[src/shared/nvm_defs.svh]
// offsets, field positions, reset values and timing counts of the store access block
`ifndef NVM_DEFS_SVH
`define NVM_DEFS_SVH

// ---------------------------------------------------------------
// register map
// ---------------------------------------------------------------
`define NVM_ADDR_OFS 8'h1E
`define NVM_DATA_OFS 8'h1F
`define NVM_CTRL_OFS 8'h40
`define NVM_ADDR_BANK 1'h0
`define NVM_CTRL_BANK 1'h1

// ---------------------------------------------------------------
// control fields and reset values
// ---------------------------------------------------------------
`define NVM_RD_BIT 0
`define NVM_READ_GATE_BIT 1
`define NVM_WR_BIT 2
`define NVM_WRITE_GATE_BIT 3
`define NVM_CTRL_RESET 4'h0
`define NVM_ADDR_RESET 6'h00
`define NVM_DATA_RESET 8'h00

// ---------------------------------------------------------------
// timing and array depth
// ---------------------------------------------------------------
`define NVM_CLK_PERIOD_NS 25
`define NVM_WRITE_TIME_US 2000
`define NVM_READ_CYCLES 2
`define NVM_DEPTH 64

`endif

[src/shared/nvm_pkg.sv]
// types shared by the store access block
package nvm_pkg;

  typedef struct packed {
    logic bank;
    logic [7:0] addr;
    logic we;
    logic re;
    logic [7:0] wdata;
  } sfr_req_s;

  typedef struct packed {
    logic [5:0] addr;
    logic [7:0] data;
    logic write_enable_gate;
    logic wr;
    logic read_enable_gate;
    logic rd;
    logic [16:0] cnt;
    logic [5:0] lat_addr;
    logic [7:0] lat_data;
    logic [7:0] rdata;
    logic done;
  } ctrl_state_s;

endpackage
[src/core/eeprom_access_ctrl.sv]
// register-driven controller for a 64 x 8 non-volatile data store
`timescale 1ns/1ps
`include "nvm_defs.svh"

module eeprom_access_ctrl #(
  parameter int WRITE_CYCLES =
    (`NVM_WRITE_TIME_US * 1000 + `NVM_CLK_PERIOD_NS - 1) / `NVM_CLK_PERIOD_NS
) (
  input wire logic REF_CLK,
  input wire logic RESETN,
  input wire nvm_pkg::sfr_req_s SFR_REQ,
  output logic [7:0] SFR_RDATA,
  output logic DONE_FLAG,
  input wire logic DONE_CLR
);

  // ---------------------------------------------------------------
  // state and storage
  // ---------------------------------------------------------------
  nvm_pkg::ctrl_state_s s_reg;
  nvm_pkg::ctrl_state_s s_next;
  logic [7:0] mem [0:`NVM_DEPTH-1];
  logic [16:0] wr_last;
  logic [16:0] rd_last;
  logic busy;
  logic end_w;
  logic end_r;
  logic sel_addr;
  logic sel_data;
  logic sel_ctrl;
  logic start_w;
  logic start_r;

  assign wr_last = 17'(WRITE_CYCLES - 1);
  assign rd_last = 17'(`NVM_READ_CYCLES - 1);
  assign busy = s_reg.wr | s_reg.rd;
  assign end_w = s_reg.wr && s_reg.cnt == wr_last;
  assign end_r = s_reg.rd && s_reg.cnt == rd_last;
  // control only answers in bank 1, so a stale bank 0 pointer cannot hit it
  assign sel_addr = SFR_REQ.bank == `NVM_ADDR_BANK && SFR_REQ.addr == `NVM_ADDR_OFS;
  assign sel_data = SFR_REQ.bank == `NVM_ADDR_BANK && SFR_REQ.addr == `NVM_DATA_OFS;
  assign sel_ctrl = SFR_REQ.bank == `NVM_CTRL_BANK && SFR_REQ.addr == `NVM_CTRL_OFS;
  // enable must already be set: same-write enable and start is refused
  assign start_w = SFR_REQ.we && sel_ctrl && !busy && SFR_REQ.wdata[`NVM_WR_BIT]
                   && s_reg.write_enable_gate;
  assign start_r = SFR_REQ.we && sel_ctrl && !busy && !start_w && SFR_REQ.wdata[`NVM_RD_BIT]
                   && s_reg.read_enable_gate;

  // ---------------------------------------------------------------
  // next state
  // ---------------------------------------------------------------
  always_comb begin
    s_next = s_reg;
    if (SFR_REQ.we && sel_addr) begin
      s_next.addr = SFR_REQ.wdata[5:0];
    end
    if (SFR_REQ.we && sel_data) begin
      s_next.data = SFR_REQ.wdata;
    end
    if (SFR_REQ.we && sel_ctrl) begin
      s_next.write_enable_gate = SFR_REQ.wdata[`NVM_WRITE_GATE_BIT];
      s_next.read_enable_gate = SFR_REQ.wdata[`NVM_READ_GATE_BIT];
    end
    if (busy) begin
      s_next.cnt = s_reg.cnt + 17'h00001;
    end
    if (start_w) begin
      s_next.wr = 1'b1;
      s_next.cnt = 17'h00000;
      s_next.lat_addr = s_reg.addr;
      s_next.lat_data = s_reg.data;
    end
    if (start_r) begin
      s_next.rd = 1'b1;
      s_next.cnt = 17'h00000;
    end
    if (end_w) begin
      s_next.wr = 1'b0;
      s_next.cnt = 17'h00000;
    end
    // a read end overrides a same-cycle software write of the data register
    if (end_r) begin
      s_next.rd = 1'b0;
      s_next.cnt = 17'h00000;
      s_next.data = mem[s_reg.addr];
    end
    // set wins over a clear in the same cycle
    if (DONE_CLR) begin
      s_next.done = 1'b0;
    end
    if (end_w || end_r) begin
      s_next.done = 1'b1;
    end
    s_next.rdata = 8'h00;
    if (SFR_REQ.re && sel_addr) begin
      s_next.rdata = {2'h0, s_reg.addr};
    end else if (SFR_REQ.re && sel_data) begin
      s_next.rdata = s_reg.data;
    end else if (SFR_REQ.re && sel_ctrl) begin
      s_next.rdata = {4'h0, s_reg.write_enable_gate, s_reg.wr, s_reg.read_enable_gate,
                      s_reg.rd};
    end
  end

  always_ff @(posedge REF_CLK) begin
    if (!RESETN) begin
      s_reg <= '0;
      s_reg.addr <= `NVM_ADDR_RESET;
      s_reg.data <= `NVM_DATA_RESET;
      {s_reg.write_enable_gate, s_reg.wr, s_reg.read_enable_gate, s_reg.rd} <=
        `NVM_CTRL_RESET;
    end else begin
      s_reg <= s_next;
    end
  end

  // contents survive reset, as a non-volatile array would
  always_ff @(posedge REF_CLK) begin
    if (RESETN && end_w) begin
      mem[s_reg.lat_addr] <= s_reg.lat_data;
    end
  end

  assign SFR_RDATA = s_reg.rdata;
  assign DONE_FLAG = s_reg.done;
endmodule

[config.mk]
export PLATFORM = sky130hd
export DESIGN_NAME = eeprom_access_ctrl
export DESIGN_NICKNAME = d
export VERILOG_FILES = /design/src/shared/nvm_pkg.sv /design/src/core/eeprom_access_ctrl.sv
export VERILOG_INCLUDE_DIRS = /design/src /design/src/shared
export SDC_FILE = /design/constraint.sdc
export NUM_CORES = 1
export LEC_CHECK = 0
export BUFFER_PORTS_ARGS = -buffer_cell sky130_fd_sc_hd__buf_4
export CAP_MARGIN = 20
export CORE_MARGIN = 5
export CORE_UTILIZATION = 45
export CTS_CLUSTER_DIAMETER = 60
export CTS_CLUSTER_SIZE = 24
export DETAILED_ROUTE_END_ITERATION = 12
export SYNTH_ARGS = -nofsm -noshare
export SYNTH_HDL_FRONTEND = slang
export SYNTH_SLANG_ARGS = --single-unit
[constraint.sdc]
create_clock -name REF_CLK -period 3.1 [get_ports REF_CLK]
set_input_delay 0.62 -clock REF_CLK [delete_from_list [all_inputs] [get_ports REF_CLK]]
set_output_delay 0.62 -clock REF_CLK [all_outputs]
set_load 0.005 [all_outputs]
Yosys cells after proc, flatten, opt, wreduce, memory -nomap -nowiden. Memories as Yosys holds them, arrays and structs flattened. A register that Yosys moved wholly into a read port is not among the register bits. Cells that the tools add are included. W data, S select, Z words.

Memory bits (writable): 512. Word-level logic and storage cells: 60. Register bits: 58. Bits of input ports: 22. Output and inout port bits: 9. Memories kept: 1.

Multiplexer cells: 11. Add/sub/neg operators: 1. Bitwise logic cells: 3. Equal/unequal tests: 5. Reductions and logical operators: 27.

Memories: mem (depth 64, width 8, rd ports 1, clocked after Yosys merged registers in 1, write ports 1, RTL line eeprom_access_ctrl.sv:22) `` logic [7:0] mem [0:`NVM_DEPTH-1]; ``.

Operator list (count): $mux W8 (3); $logic_and A1 B1 Y1 (18); $mux W6 (3); $add A17 B1 Y17 const B (1); $eq A17 B1 Y1 const B (1); $eq A17 B17 Y1 const B (1); $eq A8 B5 Y1 const B (2); $eq A8 B7 Y1 const B (1); $reduce_or A2 Y1 (3); $reduce_or A5 Y1 (1); $mux W1 (4); $mux W4 (1); $reduce_bool A2 Y1 (2); $logic_not A1 Y1 (2); $not A1 Y1 (2); $logic_or A1 B1 Y1 (1); $or A1 B1 Y1 (1).

Logic depth before layout (Yosys ltp). Gate-level depths: netlist of the first run.

Depth after elaboration: 11. Depth in mapped cells: 9. Depth with buffers taken out: 7.

Worst setup path after synthesis of the first run. No wires, ideal clock.

Path kind: register -> register. Start point: register s_reg[30] (netlist bit). End point: memory mem[62][0] (enable). Path slack: 543 ps. Stages on the path, launching flop included: 6. Data required time: 2730 ps. Arrival time: 2186 ps. Clock period less this slack: 2557 ps. Buffers on the path: 0. Cell sequence: dfxtp_1 or4_4 or4_4 nor4_4 nand3_1 nor2_1.

Cells in the longest elaborated chain, start to end: 5.

RTL lines: start: declaration (RTL line eeprom_access_ctrl.sv:20) `nvm_pkg::ctrl_state_s s_reg;`; start signal: assignment (RTL line eeprom_access_ctrl.sv:113) `s_reg <= s_next;`; $eq A17 B17 Y1 (RTL line eeprom_access_ctrl.sv:37) `assign end_w = s_reg.wr && s_reg.cnt == wr_last;`; $logic_and A1 B1 Y1 (RTL line eeprom_access_ctrl.sv:37); $logic_and A1 B1 Y1 (RTL line eeprom_access_ctrl.sv:119) `if (RESETN && end_w) begin`; $mux W1 (RTL line eeprom_access_ctrl.sv:119); $mux W1 (not written as such) (RTL line eeprom_access_ctrl.sv:120) `mem[s_reg.lat_addr] <= s_reg.lat_data;`; end: declaration (RTL line eeprom_access_ctrl.sv:22).

Every way passes these cells.

Final worst setup path of the first run.
Start point: register s_reg[31] (netlist bit). End point: memory mem[47][1] (enable).

The elaborated chain is that of the path after synthesis.

==> results of run 1 <==
## Yosys cell counts (2+ instances only)
library cell | count | area (µm²)
mux4_2 | 95 | 2140
xnor2_1 | 11 | 96.34
a211oi_1 | 10 | 75.07
nand2_1 | 22 | 82.58
nor4b_1 | 2 | 17.52
or2_2 | 5 | 31.28
nand2b_1 | 4 | 25.02
o22ai_1 | 44 | 275.3
clkbuf_1 | 28 | 105.1
and3_1 | 2 | 12.51
a222oi_1 | 4 | 40.04
o21ai_0 | 9 | 45.04
nor4_1 | 11 | 68.82
a22oi_1 | 4 | 30.03
nor3_1 | 33 | 165.2
nand3b_1 | 4 | 30.03
buf_1 | 8 | 30.03
buf_4 | 11 | 82.58
xor2_1 | 5 | 43.79
mux4_1 | 6 | 157.7
or3_1 | 2 | 12.51
dfxtp_1 | 64 | 1281
a31oi_1 | 2 | 12.51
ha_1 | 2 | 25.02
a32oi_1 | 2 | 17.52
inv_1 | 13 | 48.80
buf_2 | 21 | 105.1
mux2i_1 | 51 | 510.5
mux2_2 | 72 | 810.8
buf_6 | 2 | 22.52
or4_1 | 2 | 15.01
nand4_1 | 6 | 37.54
nand3_1 | 11 | 55.05
nor2b_1 | 8 | 50.05
nor2_1 | 128 | 480.5
nor4_4 | 2 | 42.54
edfxtp_1 | 512 | 15370
or4_4 | 2 | 22.52
## how the worst max path moves through the flow
| stage | from | end |
|---|---|---|
| CTS | s_reg[23]$_SDFFE_PP0P_ | mem[47][1]$_DFFE_PP_ |
| finish | s_reg[31]$_SDFFE_PP0P_ | mem[47][1]$_DFFE_PP_ |
| detailed placement | SFR_REQ[15] | s_reg[45]$_SDFFE_PN0P_ |
| floorplan | s_reg[30]$_SDFFE_PP0P_ | mem[62][0]$_DFFE_PP_ |
| global placement | SFR_REQ[15] | s_reg[45]$_SDFFE_PN0P_ |
| global route | s_reg[23]$_SDFFE_PP0P_ | mem[47][1]$_DFFE_PP_ |
## logic make-up after synthesis
family	synth area share, %
flip-flops	73.56
buffers and inverters	1.801
multiplexers	15.98
AO/OA/AOI/OAI	2.448
XOR/XNOR	0.6188
adder cells (fa/ha/maj)	0.1105
AND/OR/NAND/NOR	5.487
## worst reg2reg max path, delay by kind of cell (launching register included)
kind          cells  cell delay, ns
simple gates      5            1.92
flops             1            0.35
buf+inv           1            0.20
## per-layer routing
metal / vias to the layer above / routed length [µm] / global-route usage, %
li1: 5155 / - / -
met1: 6004 / 22530 / 26.96
met2: 340 / 23840 / 29.30
met3: 92 / 2847 / 3.402
met4: 2 / 1641 / 5.966
met5: - / 13 / 0
## area by class of cell
| type | count | area, µm² | share of cell area, % |
|---|---|---|---|
| inverter | 13 | 48.80 | 0.1908 |
| clock inverter | 27 | 251.5 | 0.9832 |
| multi-input combinational | 577 | 5580 | 21.82 |
| timing repair buffer | 141 | 1134 | 4.432 |
| clock buffer | 46 | 1045 | 4.085 |
| tap | 672 | 840.8 | 3.287 |
| sequential | 576 | 16680 | 65.21 |
## cell usage in the layout (no fill, tap or decap), types with 3 or more instances in the layout
master	netlist	final
clkinv_2	0	4
a22oi_1	4	4
nor2_1	128	128
mux2i_1	51	51
inv_1	13	13
edfxtp_1	512	512
nand3_1	11	11
nand3b_1	4	4
buf_4	11	135
o21ai_0	9	9
a211oi_1	10	10
nor3_1	33	33
dfxtp_1	64	52
dfxtp_2	0	9
mux4_1	6	6
xnor2_1	11	11
inv_8	0	4
nand2b_1	4	4
clkbuf_1	28	5
mux2_2	72	72
a222oi_1	4	4
clkbuf_16	0	41
xor2_1	5	5
clkinv_1	0	3
nor4_1	11	11
mux4_2	95	95
buf_12	0	6
nand2_1	22	22
inv_6	0	11
nor2b_1	8	8
nand4_1	6	6
o22ai_1	44	44
or2_2	5	5
dfxtp_4	0	3
## report_power, final
part,switching (mW),total (mW),internal [mW]
registers,0.000350,8.30,8.30
logic,0.0270,0.0500,0.0230
clock network,2.74,5.36,2.63
total,2.76,13.7,11.0
## metrics by stage
step	instances	worst slack [ns]	utilization (%)	power, mW	hold WS [ns]
after floorplan	1237	0.5431	-	8.505	0.4613
after global placement	1979	0.2392	48.60	8.531	0.4953
after detailed placement	1979	0.3125	48.60	8.532	0.4914
after CTS	2052	0.3511	51.19	13.85	0.2829
after global routing	2052	0.2276	51.19	14.18	0.3171
final	2052	0.3612	51.19	13.72	0.3030
==> results.yml, run 1 <==
synth:
  yosysWarnings: 0
  synth_cell_types: 55
  synthArstFlopShare_pct: 0
  syn_area_per_cell_um2: 18.31
  synth_ff_type: "edfxtp_1"
  netlist_instances: 1237
  ys_seq_area_share_pct: 73.56
  synth-seq-cells: 576
  syn-num-nets: 1261
  synth_edf_count: 512
  synth_area_um2: 22640
worst_setup_path:
  r2r_start: "s_reg[31]$_SDFFE_PP0P_"
  crit_fanout: 8
  cp_slowest_cell: "or4_4"
  crit_path_cell_trace: "or4_4 > or4_4 > nor4_4 > nand3_2 > nor2_1 > buf_4"
  cp_data_required_time_ns: 3.40
  ff2ff_setup_slack_ns: 0.36
  worstPathArrival_ns: 3.04
  critPathMostFrequentCell: "or4_4"
  crit_family: "simple AND/OR/NAND/NOR gates"
  r2r-end: "mem[47][1]$_DFFE_PP_"
  reg2reg_depth: 6
  crit_type: "flip-flop to flip-flop"
  path_depth: 6
  startpoint_type: "flip-flop"
  cp-end-kind: "flip-flop"
  cpPeakStageDelay_ns: 0.53
  cp_num_buf_inv: 1
cts:
  numClockSinks: 576
  hold_buffers: 0
  clk_pin_slew_ns: 0.08
  clkLatencyLatePin_ns: 0.58
  clock_tree.root_cell: "clkbuf_16"
  cts_buffers: 40
  htree_levels: 2
  ctsResizeCount: 0
  clk_path_buf_depth: 3
  cts_tree: "yes"
  cts_setup_buffers: 0
cells_and_area:
  design_area_um2: 25580
  num-nets-final: 1373
  drive_gt1_share_pct: 29.13
  syn_to_final_growth_pct: 12.96
  num-fill-cells: 4042
  largest_register_ff_count: 512
  num_antenna_cells: 0
floorplanning:
  rows: 82
  core_area_um2: 49970
  ios: 31
  start_util_pct: 45.32
  die_w_um: 234.3
  fp.dieArea_um2: 54910
  die_h_um: 234.3
timing:
  fmax_mhz: 365.1
  fin_skew_ns: 0.02331
  period_minus_slack_ns: 2.739
  setup_viol: 0
  fin_tns_setup_ns: 0
  fin_crit_sh_pct: 88.35
  rsz0062_at_grt: "false"
  worst_pin_slew_ns: 0.8842
  finalHoldViolations: 0
  max_slew_margin_pct: 41.05
  slew_viol_final: 0
pwr:
  power_density_nw_per_um2: 536.3
  power_leakage_nw: 6.634
  ir_drop_mv: 0.3721
min_path:
  worstHoldStart: "SFR_REQ[1]"
  min_path_type: "input pin to flip-flop"
  holdPathEnd: "s_reg[41]$_SDFFE_PN0N_"
  hold_depth: 3
outcome:
  status: "finished, final reports clean"
placement:
  place.port_buffers: 30
  dp_hpwl_um: 32540
  place_area_um2: 24280
  gp_congestion: 0.8151
global_routing:
  grt_pass1_wl_um: 75920
  antenna_found_initial: 1
  grt_max_degree: 66
  first_global_vias: 11820
  grt-ovfl-total: 0
  grt.total_usage_pct: 18.70
route:
  drt_iter0_markers: 1010
  wirelength_um: 50870
  final_antenna_net_count: 0
  wl_per_cell_um: 24.79
  drc: 0
  firstDrtPassIters: 5
  vias: 11590
  vias_per_cell: 5.650
run:
  cap_violations: 0
No activity file was read; power rests on OpenSTA's default activity.
==> run 2: changes to the inputs <==
CORE_UTILIZATION = 40   (was 45)
==> run 2 against run 1 <==
Critical path depth is the same; clock skew grew 0.0022 ns; sequential power is essentially flat; critical path type unchanged; register-to-register slack lost 0.08 ns; first-iteration DRC count grew 8.3%; design area grew 0.96%; hold slack is essentially flat; wire length grew 4.0%; sequential share of layout area shrank 0.61 points.
==> results.yml, run 2 (same netlist as run 1, synthesis figures left out) <==
cts:
  clk_pin_slew_ns: 0.09
  cts_tree: "yes"
  cts_buffers: 38
  clk_path_buf_depth: 3
  htree_levels: 2
  clkLatencyLatePin_ns: 0.58
  hold_buffers: 0
  cts_setup_buffers: 0
  clock_tree.root_cell: "clkbuf_16"
  numClockSinks: 576
  ctsResizeCount: 0
global_routing:
  antenna_found_initial: 0
  first_global_vias: 11730
  grt_max_degree: 66
  grt_pass1_wl_um: 78560
  grt-ovfl-total: 0
  grt.total_usage_pct: 17.26
timing:
  setup_viol: 0
  fin_crit_sh_pct: 90.78
  period_minus_slack_ns: 2.814
  fmax_mhz: 355.4
  worst_pin_slew_ns: 1.188
  rsz0062_at_grt: "false"
  finalHoldViolations: 0
  fin_skew_ns: 0.02553
  slew_viol_final: 0
  fin_tns_setup_ns: 0
  max_slew_margin_pct: 18.73
route:
  wl_per_cell_um: 24.68
  firstDrtPassIters: 7
  vias_per_cell: 5.446
  drt_iter0_markers: 1094
  wirelength_um: 52910
  final_antenna_net_count: 0
  vias: 11680
  drc: 0
cells_and_area:
  multi_input_area_um2: 5580
  drive_gt1_share_pct: 29.76
  num-fill-cells: 4757
  largest_register_ff_count: 512
  num_antenna_cells: 0
  final_common_cell: "edfxtp_1"
  num-nets-final: 1382
  register_area_um2: 16680
  layout_common_cells: "edfxtp_1 (512), buf_4 (147), nor2_1 (128)"
  syn_to_final_growth_pct: 14.04
worst_setup_path:
  crit_family: "compound AO/OA/AOI/OAI gates"
  crit_path_cell_trace: "buf_12 > or2_2 > o22ai_1 > a2111oi_0 > nor4_1 > a31oi_1"
  crit_type: "flip-flop to flip-flop"
  startpoint_type: "flip-flop"
  cpPeakStageDelay_ns: 1.02
  crit_fanout: 22
  cp_num_buf_inv: 1
  cp-end-kind: "flip-flop"
  cp_slowest_cell: "a2111oi_0"
  worstPathArrival_ns: 3.33
  cp_data_required_time_ns: 3.62
pwr:
  power_density_nw_per_um2: 538.4
  ir_drop_mv: 0.3578
  power_leakage_nw: 6.703
  totalPowerFinal_mw: 13.90
floorplanning:
  die_h_um: 247.9
  die_w_um: 247.9
  fp.dieArea_um2: 61470
  start_util_pct: 40.24
  ios: 31
  core_area_um2: 56280
  rows: 87
outcome:
  status: "finished, final reports clean"
min_path:
  min_path_type: "input pin to flip-flop"
placement:
  place.port_buffers: 30
  gp_congestion: 0.8500
  dp_hpwl_um: 33710
run:
  cap_violations: 0
-- run 2: changes by cell type in the layout (fill, tap and decap cells not counted), sizes merged --
cell      delta
clkbuf       -1
clkinvlp     +3
bufinv       +1
buf         +11
inv          -9
clkinv       +3
-- run 2: worst paths after layout --
| path | start | slack [ns] | endpoint | cells past startpoint |
|---|---|---|---|---|
| worst min-delay path | SFR_REQ[1] | 0.30 | s_reg[41]$_SDFFE_PN0N_ | 3 |
| worst max register to register | flip-flop | 0.29 | s_reg[50]$_SDFFE_PN0P_ | 6 |
| worst min register to register | s_reg[40]$_SDFFE_PP0P_ | 0.52 | s_reg[40]$_SDFFE_PP0P_ | 2 |
| worst max-delay path | flip-flop | 0.29 | s_reg[50]$_SDFFE_PN0P_ | 6 |
-- run 2: where the power goes --
part           switching [mW]  internal (mW)  total, mW
logic                  0.0269         0.0230     0.0498
registers            0.000499           8.30       8.30
clock network            2.79           2.76       5.55
-- run 2: through the flow --
| stage | utilization (%) | instance area, µm² | hold WS, ns | setup slack (ns) | std cells |
|---|---|---|---|---|---|
| 3_3_place_gp | 43.46 | 24460 | 0.4982 | 0.3449 | 2074 |
| 6_report | 45.89 | 25820 | 0.3030 | 0.2859 | 2144 |
| 3_5_place_dp | 43.46 | 24460 | 0.4976 | 0.3346 | 2074 |
| 5_1_grt | 45.89 | 25820 | 0.2945 | 0.1348 | 2144 |
| 2_1_floorplan | - | 22640 | 0.4613 | 0.5431 | 1237 |
| 4_1_cts | 45.89 | 25820 | 0.2697 | 0.2877 | 2144 |
-- run 2: layer usage --
| layer | GRT usage (%) | vias to the layer above | part of all wire (%) |
|---|---|---|---|
| met5 | 0 | - | 0 |
| met4 | 4.634 | 0 | 2.5 |
| met3 | 3.780 | 69 | 6.7 |
| met2 | 26.93 | 391 | 46 |
| met1 | 24.81 | 6052 | 44 |
| li1 | - | 5164 | - |
-- run 2: cell type report --
class | instances | share of cell area [%]
multi-input combinational | 577 | 21.61
sequential | 576 | 64.60
clock buffer | 45 | 4.114
timing repair buffer | 152 | 4.661
inverter | 13 | 0.1890
clock inverter | 25 | 1.168
tap | 756 | 3.663
-- run 2: worst register-to-register path, cell delays in order (launching register included) --
cell and delay [ns]:
dfxtp_4 0.51, buf_12 0.25, or2_2 0.47, o22ai_1 0.17, a2111oi_0 1.02, nor4_1 0.12, a31oi_1 0.21
==> run 3: changes to the inputs <==
GPL_ROUTABILITY_DRIVEN = 0   (was unset)
RECOVER_POWER = 25   (was unset)
==> run 3 against run 2 <==
Sequential power about the same; critical path type unchanged; count of clock-buffer cells in the layout unchanged; the flow now finishes with violations (max-capacitance violations, max-slew violations); power about the same; maximum frequency about the same.
==> results.yml, run 3 (same netlist as run 1, synthesis figures left out) <==
outcome:
  status: "finished with violations"
  failed_checks: "max-capacitance violations, max-slew violations"
pwr:
  totalPowerFinal_mw: 13.90
  ir_drop_mv: 0.3578
  power_leakage_nw: 6.699
  p_seq_share_pct: 59.7
  clock_power_share_pct: 39.9
  p_switching_mw: 2.816
  power_density_nw_per_um2: 538.7
  switching_share_pct: 20.25
  p_int_mw: 11.09
  combPwrFrac_pct: 0.4
floorplanning:
  die_w_um: 247.9
  fp.dieArea_um2: 61470
  ios: 31
  rows: 87
  start_util_pct: 40.24
  die_h_um: 247.9
  core_area_um2: 56280
placement:
  dp_hpwl_um: 33710
  place.port_buffers: 30
  placed_cells: 2074
  post-place-ws_ns: 0.3346
  place_area_um2: 24460
route:
  vias: 11670
  wirelength_um: 52920
  final_antenna_net_count: 0
  drt_iter0_markers: 1100
  wl_per_cell_um: 24.68
  firstDrtPassIters: 5
  drc: 0
  vias_per_cell: 5.442
timing:
  period_minus_slack_ns: 2.814
  finalHoldViolations: 0
  worst_pin_slew_ns: 1.702
  setup_viol: 0
  max_slew_margin_pct: -13.65
  fin_tns_setup_ns: 0
  setup_slack_ns: 0.2864
  whs_ns: 0.3029
  fin_crit_sh_pct: 90.76
  fmax_mhz: 355.4
  rsz0062_at_grt: "false"
  slew_viol_final: 223
  fin_skew_ns: 0.02630
cts:
  clk_pin_slew_ns: 0.09
  cts_buffers: 38
  numClockSinks: 576
  clock_tree.root_cell: "clkbuf_16"
  clkLatencyLatePin_ns: 0.58
  cts_tree: "yes"
  hold_buffers: 0
  ctsResizeCount: 0
  htree_levels: 2
  cts_setup_buffers: 0
  clk_path_buf_depth: 3
run:
  cap_violations: 3
cells_and_area:
  num_antenna_cells: 0
  design_area_um2: 25810
  drive_gt1_share_pct: 29.39
  syn_to_final_growth_pct: 13.98
  num-nets-final: 1382
  layout_common_cells: "edfxtp_1 (512), buf_4 (145), nor2_1 (128)"
  multi_input_area_um2: 5580
  final_util_pct: 45.86
  num-fill-cells: 4761
  largest_register_ff_count: 512
  final_cells: 2144
  final_common_cell: "edfxtp_1"
  register_area_um2: 16670
global_routing:
  grt_max_degree: 66
  grt-ovfl-total: 0
  first_global_vias: 11730
  grt.total_usage_pct: 17.26
  grt_pass1_wl_um: 78560
  antenna_found_initial: 0
worst_setup_path:
  crit_fanout: 22
  crit_type: "flip-flop to flip-flop"
  cp-end-kind: "flip-flop"
  cp_data_required_time_ns: 3.62
  worstPathArrival_ns: 3.33
  cp_slowest_cell: "a2111oi_0"
  crit_family: "compound AO/OA/AOI/OAI gates"
  crit_path_cell_trace: "buf_12 > or2_2 > o22ai_1 > a2111oi_0 > nor4_1 > a31oi_1"
  cp_num_buf_inv: 1
  startpoint_type: "flip-flop"
  cpPeakStageDelay_ns: 1.02
min_path:
  min_path_type: "input pin to flip-flop"
run 3: cell types whose count changed in the layout (fill, tap and decap cells not counted), sizes merged:
cell,change
buf,-2
clkbuf,+2
run 3: worst paths after layout:
path	start	end	slack [ns]	depth (start not counted)
max reg2reg	flip-flop	s_reg[50]$_SDFFE_PN0P_	0.29	6
max	flip-flop	s_reg[50]$_SDFFE_PN0P_	0.29	6
min reg2reg	s_reg[40]$_SDFFE_PP0P_	s_reg[40]$_SDFFE_PP0P_	0.52	2
min	SFR_REQ[1]	s_reg[41]$_SDFFE_PN0N_	0.30	3
run 3: final cells by class:
| class | count | area share, % |
|---|---|---|
| timing repair buffer | 152 | 4.654 |
| clock buffer | 45 | 4.116 |
| clock inverter | 25 | 1.168 |
| multi-input combinational | 577 | 21.62 |
| inverter | 13 | 0.1891 |
| sequential | 576 | 64.59 |
| tap | 756 | 3.665 |
run 3: worst min-delay path, stage by stage:
cell and delay (ns):
buf_4 0.10, mux2i_1 0.06, nor2_1 0.07
run 3: metal layers:
layer  up-vias  track usage (%)  share of wire (%)
met2       381            26.93                 46
met4         0            4.634                2.5
li1       5165                -                  -
met5         -                0                  0
met1      6053            24.81                 44
met3        69            3.780                6.6
run 3: power groups by stage:
| stage | sequential (mW) | clock, mW | combinational (mW) |
|---|---|---|---|
| 3_5_place_dp | 8.48 | 0 | 0.0497 |
| 5_1_grt | 8.31 | 6.01 | 0.0534 |
| 4_1_cts | 8.30 | 5.71 | 0.0498 |
| 6_report | 8.30 | 5.55 | 0.0499 |
| 2_1_floorplan | 8.48 | 0 | 0.0201 |
| 3_3_place_gp | 8.48 | 0 | 0.0491 |
